[src/gctrl_map.svh]
// Register offsets, field positions, reset values and timing for the global control bank
`ifndef GCTRL_MAP_SVH
`define GCTRL_MAP_SVH
`define OFS_TEST_A 8'h09
`define OFS_TEST_B 8'h0a
`define OFS_CLKIND 8'h0b
`define OFS_TAGPAUSE 8'h0c
`define OFS_TEST_C 8'h0d
`define OFS_POWER 8'h0e
`define OFS_SLEEP 8'h0f
`define RST_TEST_A 8'h40
`define RST_TEST_B 8'h00
`define RST_TEST_C 8'h00
`define RST_TAGPAUSE_HI 8'h44
`define RST_SLEEP 8'h50
`define BIT_EDGE 6
`define BIT_MODE_HI 5
`define BIT_MODE_LO 4
`define BIT_REFEN 1
`define BIT_SPIEDGE 0
`define BIT_TAIL 1
`define BIT_PAUSE 0
`define BIT_PLLPD 5
`define BIT_PM_HI 4
`define BIT_PM_LO 3
`define SLEEP_UNIT_MS 20
`define CLK_MHZ 100
`define BLINK_HALF 24'h3d0900
`define REF_DIV 2'h1
`define WMASK_CLKIND 8'h73
`define IND_ALL_OFF 5'h1f
`endif

[src/gctrl_pkg.sv]
// Types shared by the global control bank
package gctrl_pkg;
  typedef enum logic [1:0] {IND_LINK, IND_ACT, IND_LINKACT, IND_SPEED} ind_mode_t;
  typedef enum logic [1:0] {PM_NORMAL, PM_ENERGY, PM_SOFTDOWN, PM_RSVD} pm_mode_t;
  typedef struct packed {
    logic link;
    logic act;
    logic speed100;
    logic full_duplex;
  } port_status_t;
  typedef struct packed {
    logic uplink_fall_edge;
    logic spi_rise_edge;
    logic tail_tag_en;
    logic pass_pause;
    logic pll_pd_en;
    pm_mode_t pm_mode;
  } ctrl_out_t;
endpackage

[src/gctrl_regs.sv]
// Global control and power register bank with Wishbone slave
`include "gctrl_map.svh"
// Overview of operation
// - Control bit 6 at 0x0b picks falling (1) or rising (0) uplink sampling edge
// - Two-bit field chooses indicator mode; indicator outputs light when driven low
// - Link lit on link, activity blinks on traffic, combined does both
// - Speed mode lit at 100 dark at 10
// - Bit 1 at 0x0b enables the 25 MHz reference clock output
// - Reference enable loads from indicator strap at reset; pull-up enables it
// - Bit 0 at 0x0b picks read data edge; host samples to match
// - Tail tag bit asks uplink frames for one byte before the FCS
// - Pass-pause bit forwards flow-control frames, clear filters them
// - PLL power-down bit acts only in energy-detect mode
// - Power mode: 00 normal, 01 energy detect, 10 soft power-down, 11 reserved
// - Energy-detect sleep after delay value times 20 ms without energy
// - Sleep delay is eight bits, resets to 80 decimal
module gctrl_regs #(
  parameter int unsigned MS_CYCLES = `CLK_MHZ * 1000
) (
  // Clock and reset
  input wire logic MCLK_I,
  input wire logic SRST_I,
  // Wishbone slave
  input wire logic CYC_I,
  input wire logic STB_I,
  input wire logic WE_I,
  input wire logic [7:0] ADR_I,
  input wire logic [3:0] SEL_I,
  input wire logic [31:0] DAT_I,
  output logic [31:0] DAT_O,
  output logic ACK_O,
  // Strap pin and per-port status
  input wire logic STRAP_PIN_I,
  input wire gctrl_pkg::port_status_t [4:0] PORT_STATUS_I,
  input wire logic ENERGY_I,
  // Indicators and steering outputs
  output logic [4:0] IND_N_O,
  output logic REF_CLOCK_OUTPUT_O,
  output gctrl_pkg::ctrl_out_t CTRL_O,
  output logic PLL_POWERDOWN_O,
  output logic LOW_POWER_O
);
  logic strap_m_q, strap_s_q, energy_m_q, energy_s_q;
  logic [4:0][3:0] st_m_q, st_s_q;
  logic seen_q;
  logic [7:0] clkind_q, clkind_d;
  logic [1:0] tagp_q, tagp_d;
  logic pllpd_q, pllpd_d;
  gctrl_pkg::pm_mode_t pm_q, pm_d;
  logic [7:0] sleep_q, sleep_d;
  logic ack_q, ack_d;
  logic [31:0] rdata_q, rdata_d;
  logic [23:0] blink_q, blink_d;
  logic blink_ph_q, blink_ph_d;
  logic [1:0] div_q, div_d;
  logic ref_q, ref_d;
  logic [4:0] ind_n_q, ind_n_d;
  logic asleep;
  logic req, wr, rd;

  // Decode a byte register readback
  function automatic logic [7:0] read_reg(input logic [7:0] adr, input logic [7:0] ci, input logic [1:0] tp,
                                          input logic pd, input logic [1:0] pm, input logic [7:0] sl);
    logic [7:0] v;
    v = 8'h00;
    case (adr)
      `OFS_TEST_A: v = `RST_TEST_A;
      `OFS_TEST_B: v = `RST_TEST_B;
      `OFS_CLKIND: v = ci;
      `OFS_TAGPAUSE: v = `RST_TAGPAUSE_HI | {6'h00, tp};
      `OFS_TEST_C: v = `RST_TEST_C;
      `OFS_POWER: v = {2'h0, pd, pm, 3'h0};
      `OFS_SLEEP: v = sl;
      default: v = 8'h00;
    endcase
    return v;
  endfunction

  // Two-flop synchronisers for pin inputs
  always_ff @(posedge MCLK_I) begin
    strap_m_q <= STRAP_PIN_I;
    strap_s_q <= strap_m_q;
    energy_m_q <= ENERGY_I;
    energy_s_q <= energy_m_q;
    for (int p = 0; p < 5; p++) begin
      st_m_q[p] <= PORT_STATUS_I[p];
      st_s_q[p] <= st_m_q[p];
    end
  end

  assign req = CYC_I && STB_I && !ack_q;
  assign wr = req && WE_I && SEL_I[0];
  assign rd = req && !WE_I;

  // Register next-state: writes touch only writable bits
  always_comb begin
    clkind_d = clkind_q;
    tagp_d = tagp_q;
    pllpd_d = pllpd_q;
    pm_d = pm_q;
    sleep_d = sleep_q;
    ack_d = req;
    rdata_d = rdata_q;
    if (!seen_q) begin
      clkind_d[`BIT_REFEN] = strap_s_q;
    end
    if (rd) begin
      rdata_d = {24'h000000, read_reg(ADR_I, clkind_q, tagp_q, pllpd_q, pm_q, sleep_q)};
      if (ADR_I == `OFS_POWER) begin
        pm_d = gctrl_pkg::PM_NORMAL;
      end
    end
    if (wr) begin
      case (ADR_I)
        `OFS_CLKIND: begin
          clkind_d = DAT_I[7:0] & `WMASK_CLKIND;
        end
        `OFS_TAGPAUSE: begin
          tagp_d = DAT_I[1:0];
        end
        `OFS_POWER: begin
          pllpd_d = DAT_I[`BIT_PLLPD];
          pm_d = gctrl_pkg::pm_mode_t'(DAT_I[`BIT_PM_HI:`BIT_PM_LO]);
        end
        `OFS_SLEEP: begin
          sleep_d = DAT_I[7:0];
        end
        default: begin
          sleep_d = sleep_q;
        end
      endcase
    end
  end

  // Register bank storage; strap captured on first cycle after reset release
  always_ff @(posedge MCLK_I) begin
    if (SRST_I) begin
      seen_q <= 1'b0;
      clkind_q <= 8'h00;
      tagp_q <= 2'h0;
      pllpd_q <= 1'b0;
      pm_q <= gctrl_pkg::PM_NORMAL;
      sleep_q <= `RST_SLEEP;
      ack_q <= 1'b0;
      rdata_q <= 32'h0;
    end else begin
      seen_q <= 1'b1;
      clkind_q <= clkind_d;
      tagp_q <= tagp_d;
      pllpd_q <= pllpd_d;
      pm_q <= pm_d;
      sleep_q <= sleep_d;
      ack_q <= ack_d;
      rdata_q <= rdata_d;
    end
  end

  assign ACK_O = ack_q;
  assign DAT_O = rdata_q;

  // Blink timebase and 25 MHz divider (divide 100 MHz by four)
  always_comb begin
    blink_d = blink_q + 24'h1;
    blink_ph_d = blink_ph_q;
    if (blink_q == `BLINK_HALF) begin
      blink_d = 24'h0;
      blink_ph_d = !blink_ph_q;
    end
    div_d = div_q + 2'h1;
    ref_d = 1'b0;
    if (clkind_q[`BIT_REFEN]) begin
      ref_d = (div_q == `REF_DIV) ? !ref_q : ref_q;
      if (div_q == `REF_DIV) begin
        div_d = 2'h0;
      end
    end
  end

  // Indicator decode per port; low lights the lamp
  always_comb begin
    for (int p = 0; p < 5; p++) begin
      logic lit;
      lit = 1'b0;
      case (gctrl_pkg::ind_mode_t'(clkind_q[`BIT_MODE_HI:`BIT_MODE_LO]))
        gctrl_pkg::IND_LINK: lit = st_s_q[p][3];
        gctrl_pkg::IND_ACT: lit = st_s_q[p][2] && blink_ph_q;
        gctrl_pkg::IND_LINKACT: lit = st_s_q[p][3] && !(st_s_q[p][2] && blink_ph_q);
        gctrl_pkg::IND_SPEED: lit = st_s_q[p][1];
        default: lit = st_s_q[p][0];
      endcase
      ind_n_d[p] = !lit;
    end
  end

  always_ff @(posedge MCLK_I) begin
    if (SRST_I) begin
      blink_q <= 24'h0;
      blink_ph_q <= 1'b0;
      div_q <= 2'h0;
      ref_q <= 1'b0;
      ind_n_q <= `IND_ALL_OFF;
    end else begin
      blink_q <= blink_d;
      blink_ph_q <= blink_ph_d;
      div_q <= div_d;
      ref_q <= ref_d;
      ind_n_q <= ind_n_d;
    end
  end

  assign IND_N_O = ind_n_q;
  assign REF_CLOCK_OUTPUT_O = ref_q;

  // Steering outputs
  assign CTRL_O.uplink_fall_edge = clkind_q[`BIT_EDGE];
  assign CTRL_O.spi_rise_edge = clkind_q[`BIT_SPIEDGE];
  assign CTRL_O.tail_tag_en = tagp_q[`BIT_TAIL];
  assign CTRL_O.pass_pause = tagp_q[`BIT_PAUSE];
  assign CTRL_O.pll_pd_en = pllpd_q;
  assign CTRL_O.pm_mode = pm_q;
  // PLL may only drop once energy-detect sleep is reached
  assign PLL_POWERDOWN_O = pllpd_q && (pm_q == gctrl_pkg::PM_ENERGY) && asleep;
  assign LOW_POWER_O = asleep || (pm_q == gctrl_pkg::PM_SOFTDOWN);

  gctrl_sleep_timer #(.MS_CYCLES(MS_CYCLES)) u_sleep (
    .clk_i(MCLK_I),
    .rst_i(SRST_I),
    .enable_i(pm_q == gctrl_pkg::PM_ENERGY),
    .energy_i(energy_s_q),
    .delay_i(sleep_q),
    .asleep_o(asleep)
  );
endmodule // gctrl_regs

[src/gctrl_sleep_timer.sv]
// Energy-detect sleep timer: counts no-energy time in 20 ms units
`include "gctrl_map.svh"
module gctrl_sleep_timer #(
  parameter int unsigned MS_CYCLES = `CLK_MHZ * 1000
) (
  input wire logic clk_i,
  input wire logic rst_i,
  input wire logic enable_i,
  input wire logic energy_i,
  input wire logic [7:0] delay_i,
  output logic asleep_o
);
  localparam int unsigned UNIT_CYCLES = MS_CYCLES * `SLEEP_UNIT_MS;
  logic [31:0] tick_q, tick_d;
  logic [7:0] units_q, units_d;
  logic asleep_q, asleep_d;

  // Any energy or leaving the mode restarts the wait
  always_comb begin
    tick_d = tick_q;
    units_d = units_q;
    asleep_d = asleep_q;
    if (!enable_i || energy_i) begin
      tick_d = 32'h0;
      units_d = 8'h00;
      asleep_d = 1'b0;
    end else if (!asleep_q) begin
      if (units_q >= delay_i) begin
        asleep_d = 1'b1;
      end else if (tick_q == UNIT_CYCLES - 1) begin
        tick_d = 32'h0;
        units_d = units_q + 8'h01;
      end else begin
        tick_d = tick_q + 32'h1;
      end
    end
  end

  always_ff @(posedge clk_i) begin
    if (rst_i) begin
      tick_q <= 32'h0;
      units_q <= 8'h00;
      asleep_q <= 1'b0;
    end else begin
      tick_q <= tick_d;
      units_q <= units_d;
      asleep_q <= asleep_d;
    end
  end
  assign asleep_o = asleep_q;
endmodule // gctrl_sleep_timer

[config.mk]
export PLATFORM = sky130hd
export DESIGN_NAME = gctrl_regs
export DESIGN_NICKNAME = d
export VERILOG_FILES = /design/src/gctrl_pkg.sv /design/src/gctrl_regs.sv /design/src/gctrl_sleep_timer.sv
export VERILOG_INCLUDE_DIRS = /design/src
export SDC_FILE = /design/constraint.sdc
export NUM_CORES = 1
export LEC_CHECK = 0
export BUFFER_PORTS_ARGS = -buffer_cell sky130_fd_sc_hd__clkbuf_2
export CAP_MARGIN = 40
export CORE_ASPECT_RATIO = 0.6
export CORE_MARGIN = 1.5
export CORE_UTILIZATION = 50
export CTS_CLUSTER_DIAMETER = 100
export DETAILED_ROUTE_END_ITERATION = 7
export PLACE_DENSITY = 0.73
export SYNTH_ARGS = -nofsm -noshare
export SYNTH_HDL_FRONTEND = slang
export SYNTH_SLANG_ARGS = --single-unit
export TNS_END_PERCENT = 100
[constraint.sdc]
create_clock -name MCLK_I -period 4.06 [get_ports MCLK_I]
set_input_delay 0.812 -clock MCLK_I [delete_from_list [all_inputs] [get_ports MCLK_I]]
set_output_delay 0.812 -clock MCLK_I [all_outputs]
set_load 0.03 [all_outputs]
==> results by group <==
Outcome
  • Status: finished, final reports clean

CTS
  • Num CTS Buffers: 17
  • CTS root buf: clkbuf_16
  • Hold Buf Count CTS: 0
  • Number of setup buffers added after CTS: 0
  • CTS resizes: 0
  • Worst-Skew Late Latency: 0.43 ns
  • CTS tree: yes
  • CTS H-tree lvls: 4
  • Sink Count: 136
  • Clock tree buffer depth: 2
  • Clock-pin slew on the worst setup and hold paths: 0.07 ns

Global route
  • Antenna violations before repair: 0
  • First-pass GRT wire length: 22980 um
  • Total gr overflow: 0
  • Largest net degree at the start of global routing: 29
  • Number of global-route vias before repair: 4685
  • GRT Overall Usage: 23.55%

Layout
  • Most frequent cells in the layout: 136 x dfxtp_1, 66 x nor2_1, 63 x clkbuf_2
  • # nets final: 807
  • Multi-input combinational cell area: 2923 um2
  • Ant. Diodes: 0
  • Layout cell share with drive strength beyond 1: 15.47%
  • Register area: 2723 um2
  • Commonest non-fill, non-tap cell in the layout: dfxtp_1
  • Layout area overhead: 15.07%
  • Filler cell count: 979

STA
  • Fmax: 378.5 MHz
  • Slew Limit Fails: 0
  • Worst relative slew slack: 40.43%
  • RSZ-0062 raised after global routing: false
  • Setup TNS Final: 0 ns
  • # setup viols final: 0
  • Final hold vios: 0
  • Hold_ws: 0.3277 ns
  • Worst Skew: 0.009338 ns
  • Final min period: 2.642 ns
  • Fin crit share: 65.08%
  • Worst slew pin tran: 0.8935 ns

Routing
  • Top sig layer: met5
  • Metal2 WL: 6332 um
  • WL final: 14320 um
  • Via count: 5098
  • DRT Pass-1 Iters: 5
  • Antenna viol nets, final: 0
  • DR DRC count: 0
  • Mean number of vias per cell: 5.683
  • Drt wl/cell: 15.96 um
  • WL met1: 6735 um
  • Met3 wire len: 1036 um
  • DR iter-0 viols: 403

Logic synthesis
  • Syn avg cell area: 8.905 um2
  • Mapped Area: 6002 um2
  • Async SR Flop Fraction: 0%
  • Synth Flop Type: dfxtp_1
  • Syn Inst Count: 674
  • Number of synthesized flops with an enable pin: 0
  • #FFs+latches synth: 136
  • Seq/Total Area, Yosys: 45.36%
  • Synth warn: 0
  • Synth unique cells: 57

Setup path
  • Crit path buffers/inverters: 0
  • Critical path arrival: 2.93 ns
  • Data required, critical path: 4.34 ns
  • CP Cell Sequence: and3_1 -> nand2_1 -> or3_4 -> o21ai_4 -> nor2_1
  • Crit path from: u_sleep.tick_q[4]
  • Worst-path fanout max: 26
  • CP Class: flop to flop
  • Crit start category: flop
  • Reg-to-reg endpoint: u_sleep.tick_q[21]
  • Crit-path slowest cell: o21ai_4
  • Worst R2R Path Depth: 5
  • CP endpoint kind: flop
  • CP top delay family: simple AND/OR/NAND/NOR gates
  • Reg2reg start: u_sleep.tick_q[4]
  • R2r setup slk: 1.42 ns
  • Slowest stage delay, CP: 0.62 ns

Pwr
  • Power density cells: 442.9 nW/um2
  • Maximum vdd ir drop: 0.2936 mV
  • Final Power: 3.059 mW
  • LEAKAGE: 2.546 nW

Die
  • Die Span Y: 87.87 um
  • Rows: 30
  • Initial Util: 52.25%
  • Die width: 144.4 um
  • Core area: 11490 um2
  • Die ar.: 12690 um2
  • Ports: 119

Worst hold path
  • Hold Path Class: flop to flop
  • Hold Path Stages: 0
  • Worst min-delay path startpoint: st_m_q[3]
  • Worst Hold End: st_s_q[3]

Placement
  • Gpl congestion: 0.8562
  • HPWL after DPL: 10120 um
  • IO Port Bufs: 62

Flow run
  • Max cap viols: 0
[synth_stat cells, types with 19 or more instances]
cell type	n	share of area [%]
inv_1	24	1.5
dfxtp_1	136	45
nand4_1	21	2.2
a21oi_1	34	2.8
buf_4	29	3.6
nand3_1	42	3.5
o21ai_0	27	2.3
xnor2_1	20	2.9
nor2_1	66	4.1
mux2i_1	19	3.2
clkbuf_1	20	1.3
nand2_1	52	3.3
[layout make-up]
| type | count | area share (%) |
|---|---|---|
| well taps | 160 | 2.899 |
| inverters | 25 | 1.359 |
| multi-input cells | 475 | 42.32 |
| flip-flops and latches | 136 | 39.42 |
| clock buffers | 18 | 6.359 |
| repair buffers | 69 | 5.181 |
| clock inverters | 14 | 2.464 |
[power breakdown]
part,internal [mW],switching [mW]
Clock,0.899,0.683
Sequential,1.36,0.0119
Combinational,0.0298,0.0743
[state kept, by name (all words and copies together) (netlist names), 2 cells and up, named ones only]
register	cells
u_sleep.units_q	8
st_s_q	15
div_q	2
DAT_O	8
u_sleep.tick_q	32
IND_N_O	5
tagp_q	2
clkind_q	5
st_m_q	15
sleep_q	8
blink_q	24
[how the worst max path moves through the flow]
stage | end | slack [ns] | cells after the start
finish | u_sleep.tick_q[21] | 1.42 | 5
global route | u_sleep.tick_q[24] | 1.29 | 8
CTS | u_sleep.tick_q[21] | 1.49 | 5
detailed placement | sleep_q[1] | 1.33 | 6
global placement | sleep_q[0] | 1.38 | 6
floorplan | clkind_q[0] | 1.73 | 6
[kinds of logic after synthesis]
kind of cell / count (synthesis) / synth area share [%]
AOI/OAI and AO/OA: 117 / 12.78
xor gates and xnor gates: 35 / 5.107
adders and majority gates: 12 / 2.501
buffers and inverters: 86 / 7.380
DFF: 136 / 45.36
muxes: 19 / 3.169
other: 1 / 0.06248
and+or+nand+nor: 268 / 23.64
[layer usage]
metal | up-vias | global-route usage (%)
met2 | 218 | 36.71
met1 | 2409 | 31.74
met4 | 2 | 7.805
li1 | 2454 | -
met3 | 15 | 6.288
met5 | - | 2.256
[metrics by stage]
step	setup slack (ns)	utilization [%]	cell area, um2	cells
5_1_grt	1.288	60.13	6907	897
6_report	1.418	60.13	6907	897
3_3_place_gp	1.383	54.67	6280	862
4_1_cts	1.488	60.09	6902	896
3_5_place_dp	1.328	54.78	6292	864
2_1_floorplan	1.731	-	6088	697
Note: power is estimated with default switching activity, not from simulation.
